===== config.mk =====
export PLATFORM = sky130hd
export DESIGN_NAME = brake_sequencer_overflow_alarm
export DESIGN_NICKNAME = d
export VERILOG_FILES = /design/src/rtl/brake_seq_pkg.sv /design/src/rtl/ms_tick_gen.sv /design/src/rtl/brake_sequencer_overflow_alarm.sv
export SDC_FILE = /design/constraint.sdc
export NUM_CORES = 1
export LEC_CHECK = 0
export BUFFER_PORTS_ARGS = -buffer_cell sky130_fd_sc_hd__buf_2
export CAP_MARGIN = 40
export CORE_AREA = 3 3 157 159
export DETAILED_ROUTE_END_ITERATION = 8
export DIE_AREA = 0 0 160 162
export MAX_ROUTING_LAYER = met4
export PLACE_DENSITY = 0.84
export SETUP_SLACK_MARGIN = 0.1
export SLEW_MARGIN = 20
export SYNTH_ARGS = -nofsm -noshare
export SYNTH_HDL_FRONTEND = slang
export SYNTH_SLANG_ARGS = --single-unit

===== constraint.sdc =====
create_clock -name clock_i -period 3.9 [get_ports clock_i]
set_input_delay 0.195 -clock clock_i [delete_from_list [all_inputs] [get_ports clock_i]]
set_output_delay 0.195 -clock clock_i [all_outputs]
set_load 0.005 [all_outputs]

===== src/rtl/brake_seq_pkg.sv =====
// Purpose: shared constants for the brake sequencer and overflow alarm
// Assumes: 40 MHz control clock
// Notes:   parameter object indices are the byte-free object numbers
`default_nettype none
package brake_seq_pkg;
  // parameter object indices
  localparam logic [15:0] IDX_OVF_LIMIT     = 16'h335C;
  localparam logic [15:0] IDX_ON_DELAY      = 16'h335D;
  localparam logic [15:0] IDX_OFF_DELAY     = 16'h335E;
  localparam logic [15:0] IDX_SPD_THRESH    = 16'h335F;
  localparam logic [15:0] IDX_BRK_WAIT      = 16'h3360;
  // reset values
  localparam logic [31:0] RST_OVF_LIMIT     = 32'h0280_0000;
  localparam logic [15:0] RST_ON_DELAY      = 16'h0000;
  localparam logic [15:0] RST_OFF_DELAY     = 16'h0000;
  localparam logic [15:0] RST_SPD_THRESH    = 16'h0064;
  localparam logic [15:0] RST_BRK_WAIT      = 16'h0032;
  // timing
  localparam int          CLK_PERIOD_NS     = 25;
  localparam int          MS_NS             = 1000000;
  localparam int          CYCLES_PER_MS     = MS_NS / CLK_PERIOD_NS;
  localparam logic [15:0] MS_PER_STEP       = 16'h000A;
  typedef enum logic [2:0] {
    ST_OFF,
    ST_ON_BRAKE_FIRST,
    ST_ON_MOTOR_FIRST,
    ST_RUN,
    ST_OFF_POWER_DELAY,
    ST_OFF_BRAKE_WAIT
  } seq_state_t;
endpackage : brake_seq_pkg
`default_nettype wire


===== src/rtl/ms_tick_gen.sv =====
// Purpose: one-cycle millisecond enable pulse from the control clock
// Assumes: clear restarts the period so a new wait starts on a full ms
// Notes:   period set by CYCLES parameter
`default_nettype none
module ms_tick_gen #(
  parameter int CYCLES = brake_seq_pkg::CYCLES_PER_MS
) (
  input  wire logic clock_i,
  input  wire logic rst_b_i,
  input  wire logic clear_i,
  output logic      tick_o
);
  logic [31:0] cnt_q;
  logic [31:0] cnt_d;
  logic        tick_d;
  logic        tick_q;

  always_comb begin
    tick_d = 1'b0;
    if (clear_i) begin
      cnt_d = 32'h0000_0000;
    end else if (cnt_q == 32'(CYCLES - 1)) begin
      cnt_d  = 32'h0000_0000;
      tick_d = 1'b1;
    end else begin
      cnt_d = cnt_q + 32'h0000_0001;
    end
  end

  always_ff @(posedge clock_i or negedge rst_b_i) begin
    if (!rst_b_i) begin
      cnt_q  <= 32'h0000_0000;
      tick_q <= 1'b0;
    end else begin
      cnt_q  <= cnt_d;
      tick_q <= tick_d;
    end
  end

  assign tick_o = tick_q;
endmodule : ms_tick_gen
`default_nettype wire


===== src/rtl/brake_sequencer_overflow_alarm.sv =====
// Purpose: holding brake sequencing and deviation counter overflow alarm
// Assumes: brake_hold_output high means brake released (coil powered)
// Notes:   parameter objects written through the indexed parameter port
// Summary of operation
// - alarm flags when deviation magnitude exceeds the overflow limit
// - brake delays and thresholds apply only when brake output is allocated
// - positive on-delay: brake output on, wait ms, then excite motor
// - negative on-delay: excite motor, wait magnitude ms, then brake output on
// - servo-off while stopped drops brake output at once
// - servo-off while stopped keeps motor power for off-delay times 10 ms
// - servo-off while moving acts on brake once speed below threshold
// - servo-off while moving acts on brake once wait time times 10 ms exceeded
// - whichever of speed or time condition comes first triggers the brake
`default_nettype none
module brake_sequencer_overflow_alarm #(
  parameter int CYCLES_PER_MS = brake_seq_pkg::CYCLES_PER_MS
) (
  input  wire logic        clock_i,
  input  wire logic        rst_b_i,
  input  wire logic        servo_on_i,
  input  wire logic        brake_allocated_i,
  input  wire logic [15:0] motor_speed_i,
  input  wire logic [31:0] deviation_i,
  input  wire logic        alarm_clear_i,
  input  wire logic        param_we_i,
  input  wire logic [15:0] param_index_i,
  input  wire logic [31:0] param_wdata_i,
  output logic [31:0]      param_rdata_o,
  output logic             brake_hold_output_o,
  output logic             motor_excite_o,
  output logic             overflow_alarm_o
);
  logic [31:0] ovf_limit_q, ovf_limit_d;
  logic [15:0] on_delay_q, on_delay_d;
  logic [15:0] off_delay_q, off_delay_d;
  logic [15:0] spd_thresh_q, spd_thresh_d;
  logic [15:0] brk_wait_q, brk_wait_d;
  logic [31:0] rdata_q, rdata_d;
  brake_seq_pkg::seq_state_t state_q, state_d;
  logic [15:0] ms_cnt_q, ms_cnt_d;
  logic        brake_q, brake_d;
  logic        excite_q, excite_d;
  logic        alarm_q, alarm_d;
  logic        tick;
  logic        tmr_clear;
  logic [31:0] dev_abs;
  logic [15:0] spd_abs;
  logic [15:0] on_mag;
  logic        slow;

  ms_tick_gen #(.CYCLES(CYCLES_PER_MS)) u_tick (
    .clock_i (clock_i),
    .rst_b_i (rst_b_i),
    .clear_i (tmr_clear),
    .tick_o  (tick)
  );

  assign dev_abs = deviation_i[31] ? (32'h0000_0000 - deviation_i) : deviation_i;
  assign spd_abs = motor_speed_i[15] ? (16'h0000 - motor_speed_i) : motor_speed_i;
  assign on_mag  = on_delay_q[15] ? (16'h0000 - on_delay_q) : on_delay_q;
  assign slow    = spd_abs < spd_thresh_q;

  // parameter objects
  always_comb begin
    ovf_limit_d  = ovf_limit_q;
    on_delay_d   = on_delay_q;
    off_delay_d  = off_delay_q;
    spd_thresh_d = spd_thresh_q;
    brk_wait_d   = brk_wait_q;
    if (param_we_i) begin
      if (param_index_i == brake_seq_pkg::IDX_OVF_LIMIT) begin
        ovf_limit_d = param_wdata_i;
      end else if (param_index_i == brake_seq_pkg::IDX_ON_DELAY) begin
        on_delay_d = param_wdata_i[15:0];
      end else if (param_index_i == brake_seq_pkg::IDX_OFF_DELAY) begin
        off_delay_d = param_wdata_i[15:0];
      end else if (param_index_i == brake_seq_pkg::IDX_SPD_THRESH) begin
        spd_thresh_d = param_wdata_i[15:0];
      end else if (param_index_i == brake_seq_pkg::IDX_BRK_WAIT) begin
        brk_wait_d = param_wdata_i[15:0];
      end
    end
    if (param_index_i == brake_seq_pkg::IDX_OVF_LIMIT) begin
      rdata_d = ovf_limit_q;
    end else if (param_index_i == brake_seq_pkg::IDX_ON_DELAY) begin
      rdata_d = {16'h0000, on_delay_q};
    end else if (param_index_i == brake_seq_pkg::IDX_OFF_DELAY) begin
      rdata_d = {16'h0000, off_delay_q};
    end else if (param_index_i == brake_seq_pkg::IDX_SPD_THRESH) begin
      rdata_d = {16'h0000, spd_thresh_q};
    end else if (param_index_i == brake_seq_pkg::IDX_BRK_WAIT) begin
      rdata_d = {16'h0000, brk_wait_q};
    end else begin
      rdata_d = 32'h0000_0000;
    end
  end

  always_ff @(posedge clock_i or negedge rst_b_i) begin
    if (!rst_b_i) begin
      ovf_limit_q  <= brake_seq_pkg::RST_OVF_LIMIT;
      on_delay_q   <= brake_seq_pkg::RST_ON_DELAY;
      off_delay_q  <= brake_seq_pkg::RST_OFF_DELAY;
      spd_thresh_q <= brake_seq_pkg::RST_SPD_THRESH;
      brk_wait_q   <= brake_seq_pkg::RST_BRK_WAIT;
      rdata_q      <= 32'h0000_0000;
    end else begin
      ovf_limit_q  <= ovf_limit_d;
      on_delay_q   <= on_delay_d;
      off_delay_q  <= off_delay_d;
      spd_thresh_q <= spd_thresh_d;
      brk_wait_q   <= brk_wait_d;
      rdata_q      <= rdata_d;
    end
  end

  // overflow alarm, set wins over clear
  always_comb begin
    alarm_d = alarm_q;
    if (alarm_clear_i) begin
      alarm_d = 1'b0;
    end
    if (dev_abs > ovf_limit_q) begin
      alarm_d = 1'b1;
    end
  end

  // brake sequencer
  always_comb begin
    state_d   = state_q;
    ms_cnt_d  = tick ? (ms_cnt_q + 16'h0001) : ms_cnt_q;
    tmr_clear = 1'b0;
    case (state_q)
      brake_seq_pkg::ST_OFF: begin
        if (servo_on_i) begin
          tmr_clear = 1'b1;
          ms_cnt_d  = 16'h0000;
          if (!brake_allocated_i || on_delay_q == 16'h0000) begin
            state_d = brake_seq_pkg::ST_RUN;
          end else if (!on_delay_q[15]) begin
            state_d = brake_seq_pkg::ST_ON_BRAKE_FIRST;
          end else begin
            state_d = brake_seq_pkg::ST_ON_MOTOR_FIRST;
          end
        end
      end
      brake_seq_pkg::ST_ON_BRAKE_FIRST,
      brake_seq_pkg::ST_ON_MOTOR_FIRST: begin
        if (!servo_on_i) begin
          state_d = brake_seq_pkg::ST_OFF;
        end else if (ms_cnt_q >= on_mag) begin
          state_d = brake_seq_pkg::ST_RUN;
        end
      end
      brake_seq_pkg::ST_RUN: begin
        if (!servo_on_i) begin
          tmr_clear = 1'b1;
          ms_cnt_d  = 16'h0000;
          if (!brake_allocated_i) begin
            state_d = brake_seq_pkg::ST_OFF;
          end else if (slow) begin
            state_d = brake_seq_pkg::ST_OFF_POWER_DELAY;
          end else begin
            state_d = brake_seq_pkg::ST_OFF_BRAKE_WAIT;
          end
        end
      end
      brake_seq_pkg::ST_OFF_POWER_DELAY: begin
        if (servo_on_i) begin
          state_d = brake_seq_pkg::ST_RUN;
        end else if (ms_cnt_q >= 16'(off_delay_q * brake_seq_pkg::MS_PER_STEP)) begin
          state_d = brake_seq_pkg::ST_OFF;
        end
      end
      brake_seq_pkg::ST_OFF_BRAKE_WAIT: begin
        if (servo_on_i) begin
          state_d = brake_seq_pkg::ST_RUN;
        end else if (slow ||
                     ms_cnt_q > 16'(brk_wait_q * brake_seq_pkg::MS_PER_STEP)) begin
          state_d = brake_seq_pkg::ST_OFF;
        end
      end
      default: begin
        state_d = brake_seq_pkg::ST_OFF;
      end
    endcase
    brake_d  = brake_allocated_i &&
               (state_d == brake_seq_pkg::ST_ON_BRAKE_FIRST ||
                state_d == brake_seq_pkg::ST_RUN ||
                state_d == brake_seq_pkg::ST_OFF_BRAKE_WAIT);
    excite_d = state_d == brake_seq_pkg::ST_ON_MOTOR_FIRST ||
               state_d == brake_seq_pkg::ST_RUN ||
               state_d == brake_seq_pkg::ST_OFF_POWER_DELAY ||
               state_d == brake_seq_pkg::ST_OFF_BRAKE_WAIT;
  end

  always_ff @(posedge clock_i or negedge rst_b_i) begin
    if (!rst_b_i) begin
      state_q  <= brake_seq_pkg::ST_OFF;
      ms_cnt_q <= 16'h0000;
      brake_q  <= 1'b0;
      excite_q <= 1'b0;
      alarm_q  <= 1'b0;
    end else begin
      state_q  <= state_d;
      ms_cnt_q <= ms_cnt_d;
      brake_q  <= brake_d;
      excite_q <= excite_d;
      alarm_q  <= alarm_d;
    end
  end

  assign param_rdata_o       = rdata_q;
  assign brake_hold_output_o = brake_q;
  assign motor_excite_o      = excite_q;
  assign overflow_alarm_o    = alarm_q;
endmodule : brake_sequencer_overflow_alarm
`default_nettype wire


## Word level (Yosys, flattened, before mapping)

Index checks and enable logic that the tools add are counted.

| operators by class | value |
|---|---|
| multiplexer cells | 34 |
| equal/unequal tests | 16 |
| $mul | 2 |
| bitwise gates (word level) | 4 |
| add/sub/neg operators | 5 |
| $lt $le $gt $ge | 5 |
| reduce and logical (&&, ||, !) cells | 18 |

Operator list:

| kind | number |
|---|---|
| 16-bit 2-to-1 mux | 9 |
| 32-bit 2-to-1 mux | 4 |
| 16-bit by 14-bit == test with 1-bit output (second input constant) | 5 |
| 32-bit by 1-bit adder with 32-bit output (second input constant) | 1 |
| 32-bit by 16-bit == test with 1-bit output (second input constant) | 1 |
| 16-bit greater-or-equal comparator | 2 |
| 32-bit > comparator | 1 |
| 16-bit by 3-bit multiplier with 15-bit output (second input constant) | 2 |
| 16-bit one-hot mux with 2 select lines | 1 |
| 1-bit by 16-bit subtractor with 16-bit output (first input constant) | 2 |
| 1-bit by 32-bit subtractor with 32-bit output (first input constant) | 1 |
| 3-bit 2-to-1 mux | 9 |
| 16-bit by 1-bit adder with 16-bit output (second input constant) | 1 |
| 16-bit > comparator | 1 |
| 16-bit zero test | 1 |
| 16-bit less-than comparator | 1 |
| 3-bit one-hot mux with 5 select lines | 1 |
| 3-bit by 2-bit == test with 1-bit output (second input constant) | 4 |
| 3-bit == test (second input constant) | 4 |
| 1-bit logical OR | 7 |
| 1-bit 2-to-1 mux | 7 |
| 3-bit by 1-bit == test with 1-bit output (second input constant) | 2 |
| 6-bit AND reduction | 1 |
| 5-bit AND reduction | 1 |
| other kinds (11) | 15 |

| word-level totals | value |
|---|---|
| register bits after elaboration | 183 |

## Depth between registers and ports, before layout

Gate-level depths: netlist of the first run.

| depth | value |
|---|---|
| depth after elaboration | 11 |
| gate-level depth with buffers | 16 |

## Hierarchy

A second synthesis of the first run with hierarchy kept.

| unflattened totals | value |
|---|---|
| cell total of the unflattened synthesis | 1,255 |
| area, all modules | 12,609.6 sq um |

Modules (own cells, without submodules):

| module | sequential area each (sq um) | cells an instance | area an instance (sq um) | instances |
|---|---|---|---|---|
| brake_sequencer_overflow_alarm | 3,763.6 | 1,077 | 10,882.9 | 1 |
| ms_tick_gen | 825.8 | 178 | 1,726.7 | 1 |

## Worst setup path after synthesis of the first run

OpenSTA, ideal clock, no wires.

| path | value |
|---|---|
| kind | register to register |
| from | reg brk_wait_q[1] |
| to | reg brake_q, in the netlist brake_hold_output_o |
| clock period less this slack | 3.862 ns |
| setup slack | 0.038 ns |
| stages on the path, launching flop included | 16 |
| data arrival time | 3.741 ns |
| cell sequence | dfstp_2 ha_1 ha_1 fa_1 a21o_1 a21oi_1 o211ai_1 a31o_2 a21oi_1 xor2_1 ha_1 nand2_1 nor4_1 a221oi_1 or3_1 a32o_1 |

| between the ends | value |
|---|---|
| longest elaborated chain between the ends | 10 |

Ends and longest elaborated chain:

| item | line | RTL |
|---|---|---|
| start, declared | brake_sequencer_overflow_alarm.sv:37 | `logic [15:0] brk_wait_q, brk_wait_d;` |
| start signal, assigned | brake_sequencer_overflow_alarm.sv:104 | `brk_wait_q <= brake_seq_pkg::RST_BRK_WAIT;` |
| start signal, assigned | brake_sequencer_overflow_alarm.sv:111 | `brk_wait_q <= brk_wait_d;` |
| 16-bit by 3-bit multiplier with 15-bit output (*) | brake_sequencer_overflow_alarm.sv:178 | `ms_cnt_q > 16'(brk_wait_q * brake_seq_pkg::MS_PER_STEP)) begin` |
| 16-bit > comparator (*) | brake_sequencer_overflow_alarm.sv:178 |  |
| 1-bit logical OR (*) | brake_sequencer_overflow_alarm.sv:177 | `end else if (slow \|\|` |
| 3-bit 2-to-1 mux (*) | brake_sequencer_overflow_alarm.sv:177 |  |
| 3-bit 2-to-1 mux (*) | brake_sequencer_overflow_alarm.sv:175 | `if (servo_on_i) begin` |
| 3-bit one-hot mux with 5 select lines (*) | brake_sequencer_overflow_alarm.sv:132 | `case (state_q)` |
| 3-bit by 1-bit == test with 1-bit output / 3-bit by 2-bit == test with 1-bit output (equally long branches) | brake_sequencer_overflow_alarm.sv:187, brake_sequencer_overflow_alarm.sv:188 |  |
| 1-bit logical OR | brake_sequencer_overflow_alarm.sv:187 | `(state_d == brake_seq_pkg::ST_ON_BRAKE_FIRST \|\|` |
| 1-bit logical OR (*) | brake_sequencer_overflow_alarm.sv:188 | `state_d == brake_seq_pkg::ST_RUN \|\|` |
| 1-bit logical AND (*) | brake_sequencer_overflow_alarm.sv:186 | `brake_d = brake_allocated_i &&` |
| via brake_d | brake_sequencer_overflow_alarm.sv:41 | `logic brake_q, brake_d;` |
| end signal, assigned | brake_sequencer_overflow_alarm.sv:206 | `brake_q <= brake_d;` |
| end, declared | brake_sequencer_overflow_alarm.sv:41 |  |

Mark *: on every way through the listed nets, which the timed path passes. The rest lies on a longest branch.
A chain may end at the register's enable or synchronous reset.

## Worst setup path in the final report of the first run

| path | value |
|---|---|
| from | reg brk_wait_q[4] |
| to | reg brake_q, in the netlist brake_hold_output_o |

The elaborated chain is that of the path after synthesis.

==> results.toml, run 1 <==
[yosys]
syn-cell-area_mm2 = 0.01251
synth.yosys.seq_area_share_pct = 36.69
synth_edf_count = 0
post_synth_fa_ha_maj_area_fraction_pct = 14.72
synth_cells = 1243
synth_xor_xnor_area_share_pct = 8.192
synth-compound-area-share_pct = 11.45
yosys_register_bits = 183
postSynth.asyncResetShare_pct = 100.0
synth_fp_nets = 1491
synth_top_area_cell = "dfrtp_1"
synth_top_family_by_area = "simple AND/OR/NAND/NOR gates"
synthSimpleGateAreaFrac_pct = 15.37
muxShareOfSynthArea_pct = 9.982
postSynth.topFlopCell = "dfrtp_1"
post_synth_main_area_contributors = "dfrtp_1, ha_1, mux2_2"
yosys.area.top_type_share_pct = 35.01
synth_area_per_inst_um2 = 10.06
ys.warnings.count = 0
yosys.cell_types.count = 72

[sta]
fin_worst_skew_ps = 9.337
grt_setup_unrepaired = "yes"
timing.fmax_ghz = 0.2622
max_slew.worst_pin.slew_ps = 853.9
slew_viol_final = 0
setup_viol = 0
fin_crit_sh_pct = 97.77
accumulated_negative_setup_slack_ps = 0
hold_viol = 0
period_minus_slack_ps = 3813
maxSlewHeadroom_pct = 42.94

[finish]
layout.cells.most_common_list = "dfrtp_1, ha_1, buf_2"
fin_area_mm2 = 0.01461
final_util_pct = 62.42
register_area_mm2 = 0.004591
drive_gt1_share_pct = 21.86
final_net_count = 1653
layout.cells.most_common = "dfrtp_1"
areaGrowthSynthToFinish_pct = 16.77
fillCellCount = 1841
multi_input_comb_area_mm2 = 0.007692
diodes = 0
layoutNonFillerInstCount = 1737

[setup_path]
worst-setup-path-type = "flop to flop"
crit_chain = "ha_4 > buf_4 > fa_2 > a21o_1 > a21oi_2 > o211ai_1 > a31o_2 > a21oi_2 > xor2_1 > ha_1 > nand2_2 > nor4_4 > a221oi_2 > or3_1 > a32o_1"
critPathLaunchType = "flop"
worst_path_max_delay_cell = "dfstp_2"
cp.buffers_inverters = 1
critical_path_peak_fanout = 3
critical_path_required_ps = 4230
timing.critical_path.mode_cell = "a21oi_2"
timing.critical_path.to_type = "flop"
timing.critical_path.arrival_ps = 4150
path_delay_family = "compound AO/OA/AOI/OAI gates"
critical-path-max-stage-delay_ps = 590

[placed_design]
routabilityCongestion = 0.9338
detailedPlacementHpwl_um = 23560
postPlaceCellArea_mm2 = 0.01360
portBuffers = 136
dp.cells = 1682

[power_and_ir_drop]
p_total_mw = 4.075
leakage_nw = 7.121
power.ir.vdd_worst_uv = 235.9
power.density_mw_per_mm2 = 279.0

[min_path]
hold_path.class = "primary input to flop"

[floorplan]
floorplan.initialDensity_pct = 53.45
fp.dieArea_mm2 = 0.02592
chipWidth_um = 160
dieHeight_um = 162
core-area_mm2 = 0.02340
fp-row-count = 56
top_level_ports = 137

[global_routing]
grt_start_max_net_pins = 80
grt_pass1_wl_um = 51630
global_route.overflow_total = 0
first_global_vias = 10210
antenna_found_initial = 0
grt_overall_usage_pct = 25.28

[clock_tree]
clk_latency_ps = 450
path_clk_slew_ps = 80
cts_htree_levels = 4
clock-sinks = 183
ctsLongestPathBuffers = 2
clock_tree_from_tritoncts = "yes"
cts_inserted_buffers = 17
cts.root.buffer_cell = "clkbuf_16"

[detailed_routing]
route.vias.total = 10310
count_of_routing_violations_after_the_opening_detailed_route_iteration = 725
drt_wl_total_um = 32720
drcViolationCount = 0
routed_length_per_instance_um = 18.84
dr.pass1.iters = 7
drtAntennaViolNets = 0
detail_route.vias_per_cell = 5.937

[status]
status = "complete, no violations"

[flow_run]
max-cap-violations = 0
flip-flops by register name, indices dropped and copies added, names as in the netlist, 3 cells and up:
name           cells
ovf_limit_q       32
param_rdata_o     32
u_tick.cnt_q      32
brk_wait_q        16
ms_cnt_q          16
off_delay_q       16
on_delay_q        16
spd_thresh_q      16
state_q            3
metrics by stage:
step | setup slack [ps] | hold slack [ps]
5_1_grt | -48.17 | 51.30
6_report | 86.78 | 49.15
2_1_floorplan | 116.6 | -100.6
3_3_place_gp | 2.514 | 394.9
4_1_cts | 120.6 | 31.21
3_5_place_dp | -100.7 | 161.8
worst reg2reg max path, stage by stage (launching register included):
cell and delay [ps]:
dfstp_2 590, ha_4 230, buf_4 150, fa_2 400
a21o_1 180, a21oi_2 170, o211ai_1 120, a31o_2 230
a21oi_2 150, xor2_1 90, ha_1 310, nand2_2 90
nor4_4 330, a221oi_2 100, or3_1 340, a32o_1 230
cell families after synthesis:
kind of cell    after synthesis
xor+xnor                    117
buf+inv                     111
flops                       183
simple gates                362
compound gates              212
mux                         112
fa+ha+maj                   146
worst paths after layout:
check | startpoint | endpoint | slack, ps | depth (start not counted)
min | param_wdata_i[6] | off_delay_q[6] | 50 | 2
max | brk_wait_q[4] | brake_hold_output_o | 90 | 15
max in group asynchronous | rst_b_i | spd_thresh_q[5] | 2510 | 4
min reg2reg | u_tick.cnt_q[0] | u_tick.cnt_q[0] | 470 | 1
max reg2reg | brk_wait_q[4] | brake_hold_output_o | 90 | 15
min in group asynchronous | rst_b_i | u_tick.cnt_q[11] | 240 | 2
per-layer routing:
metal	global-route usage, %	vias to the layer above	routed length (um)
li1	-	4814	-
met1	31.77	5073	14020
met2	41.60	331	16010
met3	3.545	95	1474
met4	9.980	0	1206
met5	-	-	0
cell usage after synthesis (7+ instances only):
cell        n
xor2_1     51
buf_2       8
mux2_2     60
a21o_1     14
nor2b_1     9
and3_1      9
and2_1      7
nand2b_1   10
nand3_1    31
a221o_1    17
dfrtp_1   175
buf_1       8
nor3_1     18
mux2_1     42
nand4_1    25
or3_1      10
nand3b_1    8
xnor2_1    66
inv_1      81
nor2_1    107
nand2_1    75
clkbuf_1   10
ha_1      144
dfstp_2     8
o31ai_1    16
a211oi_1    9
mux2i_1    10
nor4_1     17
a21oi_1    50
o21ai_0    56
report_power, final:
group | switching [mW] | internal [mW] | leakage (nW) | total (mW)
registers | 0.0161 | 1.92 | 2.51 | 1.93
logic | 0.251 | 0.188 | 4.33 | 0.439
clock network | 0.839 | 0.864 | 0.282 | 1.70
what timing repair did:
item / 4_1_cts / 5_1_grt
setup endpoints to repair: 2 / 4
buffers inserted: 1 / 4
resized for setup: 3 / 31
pin swaps: 2 / 20
hold buffers: 17 / 0
endpoints found under the hold margin: 61 / 0
layout make-up:
type | count | share of cell area [%]
Inverter | 81 | 2.081
Timing Repair Buffer | 173 | 7.169
Tap cell | 319 | 2.732
Clock buffer | 18 | 3.006
Clock inverter | 14 | 0.9251
Sequential cell | 183 | 31.43
Multi-Input combinational cell | 949 | 52.66
No activity file was read; power rests on OpenSTA's default activity.
==> inputs of run 2 (changes only) <==
--- a/config.mk
+++ b/config.mk
@@ -12,7 +12,6 @@
 export DIE_AREA = 0 0 160 162
 export MAX_ROUTING_LAYER = met4
 export PLACE_DENSITY = 0.84
-export SETUP_SLACK_MARGIN = 0.1
 export SLEW_MARGIN = 20
 export SYNTH_ARGS = -nofsm -noshare
 export SYNTH_HDL_FRONTEND = slang
==> run 2 against run 1 <==
Clock skew rose by 0.81 ps. Maximum frequency fell by 0.27%. Setup slack got worse by 10 ps. Utilization is 0.51 points lower. Non-clock buffer count unchanged. Cell area shrank 0.81%. Clock power up 10%. Worst hold slack got worse by 10 ps.
==> results.toml, run 2 (same netlist as run 1, synthesis figures left out) <==
[floorplan]
fp-row-count = 56
floorplan.initialDensity_pct = 53.45
chipWidth_um = 160
fp.dieArea_mm2 = 0.02592
core-area_mm2 = 0.02340
top_level_ports = 137
dieHeight_um = 162

[detailed_routing]
drcViolationCount = 0
routed_length_per_instance_um = 18.27
dr.pass1.iters = 5
route.vias.total = 10120
drt_wl_total_um = 31760
detail_route.vias_per_cell = 5.825
count_of_routing_violations_after_the_opening_detailed_route_iteration = 708
drtAntennaViolNets = 0

[placed_design]
portBuffers = 136
detailedPlacementHpwl_um = 23140
routabilityCongestion = 0.9508
detailedPlace.worstSlack_ps = -201.1

[global_routing]
gr-max-usage-layer = "met2"
global_route.overflow_total = 0
grt_start_max_net_pins = 119
grt_util_met1_pct = 31.19
antenna_found_initial = 1
grt_pass1_wl_um = 51490
grt_use_met2_pct = 41.82
grt_overall_usage_pct = 25.04
grt_use_met3_pct = 4.081
first_global_vias = 10250

[setup_path]
cp-startpoint = "brk_wait_q[1]"
timing.critical_path.arrival_ps = 4140
reg2reg_from = "brk_wait_q[1]"
timing.critical_path.to_type = "flop"
reg2reg_to = "brake_hold_output_o"
critPathLaunchType = "flop"
capturing_instance_or_port_of_the_critical_path = "brake_hold_output_o"
worst-setup-path-type = "flop to flop"
critical_path_peak_fanout = 2
critical_path_required_ps = 4220
reg2reg_depth = 16
setup.reg_to_reg.worst_slack_ps = 80

[sta]
fin_crit_sh_pct = 98.04
fin_worst_setup_slack_ps = 76.52
slew_viol_final = 0
period_minus_slack_ps = 3823
grt_setup_unrepaired = "no"
setup_viol = 0
hold_viol = 0
max_slew.worst_pin.slew_ps = 838.4
maxSlewHeadroom_pct = 43.97
timing.fmax_ghz = 0.2615
worst_hold_slack_ps = 39.12
fin_worst_skew_ps = 10.14

[finish]
drive_gt1_share_pct = 20.80
layout.cells.most_common_list = "dfrtp_1, ha_1, buf_2"
final_net_count = 1653
fillCellCount = 1862
layout.cells.most_common = "dfrtp_1"
areaGrowthSynthToFinish_pct = 15.82

[clock_tree]
ctsLongestPathBuffers = 2
path_clk_slew_ps = 70
cts.root.buffer_cell = "clkbuf_16"
cts_inserted_buffers = 17
clock-sinks = 183
cts_htree_levels = 4
clock_tree_from_tritoncts = "yes"
clk_latency_ps = 440

[flow_run]
max-cap-violations = 0

[min_path]
hold_path.class = "primary input to flop"

[power_and_ir_drop]
leakage_nw = 7.139
power.density_mw_per_mm2 = 293.0
power.ir.vdd_worst_uv = 223.3

[status]
status = "complete, no violations"
## run 2: metal layers
metal / vias to the layer above / wire length [um]
li1: 4804 / -
met4: 0 / 947
met2: 314 / 15690
met1: 4939 / 13500
met5: - / 0
met3: 67 / 1625
## run 2: worst min path at each step
stage	startpoint	slack, ps	cells after the start	end
final	param_wdata_i[9]	40	2	off_delay_q[9]
after global routing	param_wdata_i[9]	40	2	off_delay_q[9]
after CTS	param_wdata_i[9]	30	2	brk_wait_q[9]
after detailed placement	rst_b_i	220	1	u_tick.cnt_q[30]
after global placement	rst_b_i	220	1	u_tick.cnt_q[31]
after floorplan	rst_b_i	-100	0	brake_hold_output_o
## run 2: layout make-up
type	count	area, um^2	share of cell area (%)
multi-input combinational	949	7541	52.05
timing repair buffer	173	1027	7.090
tap	319	399.1	2.755
clock inverter	14	196.4	1.356
clock buffer	18	429.2	2.962
sequential	183	4589	31.68
inverter	81	304.0	2.098
antenna	1	2.502	0.01727
## run 2: critical path, cell delays in order (launching register included)
cell and delay, ps:
dfstp_2 530, ha_1 240, ha_1 240, buf_4 140, a211oi_1 240, nor2_1 110, nor4_2 250, o31ai_2 150
o41ai_2 290, xnor2_1 140, ha_1 310, nand2_1 70, buf_4 140, nor2_2 110, a221oi_2 80, or3_4 390
a32o_1 270
## run 2: per-stage QoR
| step | total power, mW | setup TNS [ps] | std cells | util, % | instance area [um^2] |
|---|---|---|---|---|---|
| after detailed placement | 2.389 | -328.0 | 1686 | 58.12 | 13600 |
| after floorplan | 2.199 | 0 | 1243 | - | 12510 |
| after global placement | 2.369 | -88.06 | 1685 | 58.09 | 13590 |
| final | 4.245 | 0 | 1738 | 61.91 | 14490 |
| after CTS | 4.258 | 0 | 1736 | 61.66 | 14430 |
| after global routing | 4.399 | 0 | 1738 | 61.91 | 14490 |
## run 2: report_power, final
group	internal, mW	leakage, nW	switching, mW
Combinational	0.186	4.33	0.251
Sequential	1.92	2.51	0.0160
Clock	1.08	0.303	0.791
Total	3.19	7.14	1.06
## run 2: timing repair
action,4_1_cts,5_1_grt
pin swaps,2,2
setup buffers,1,0
hold endpoints to repair,79,0
hold buffers,17,0
setup endpoints to repair,2,4
cloned,0,0
resized for setup,4,10
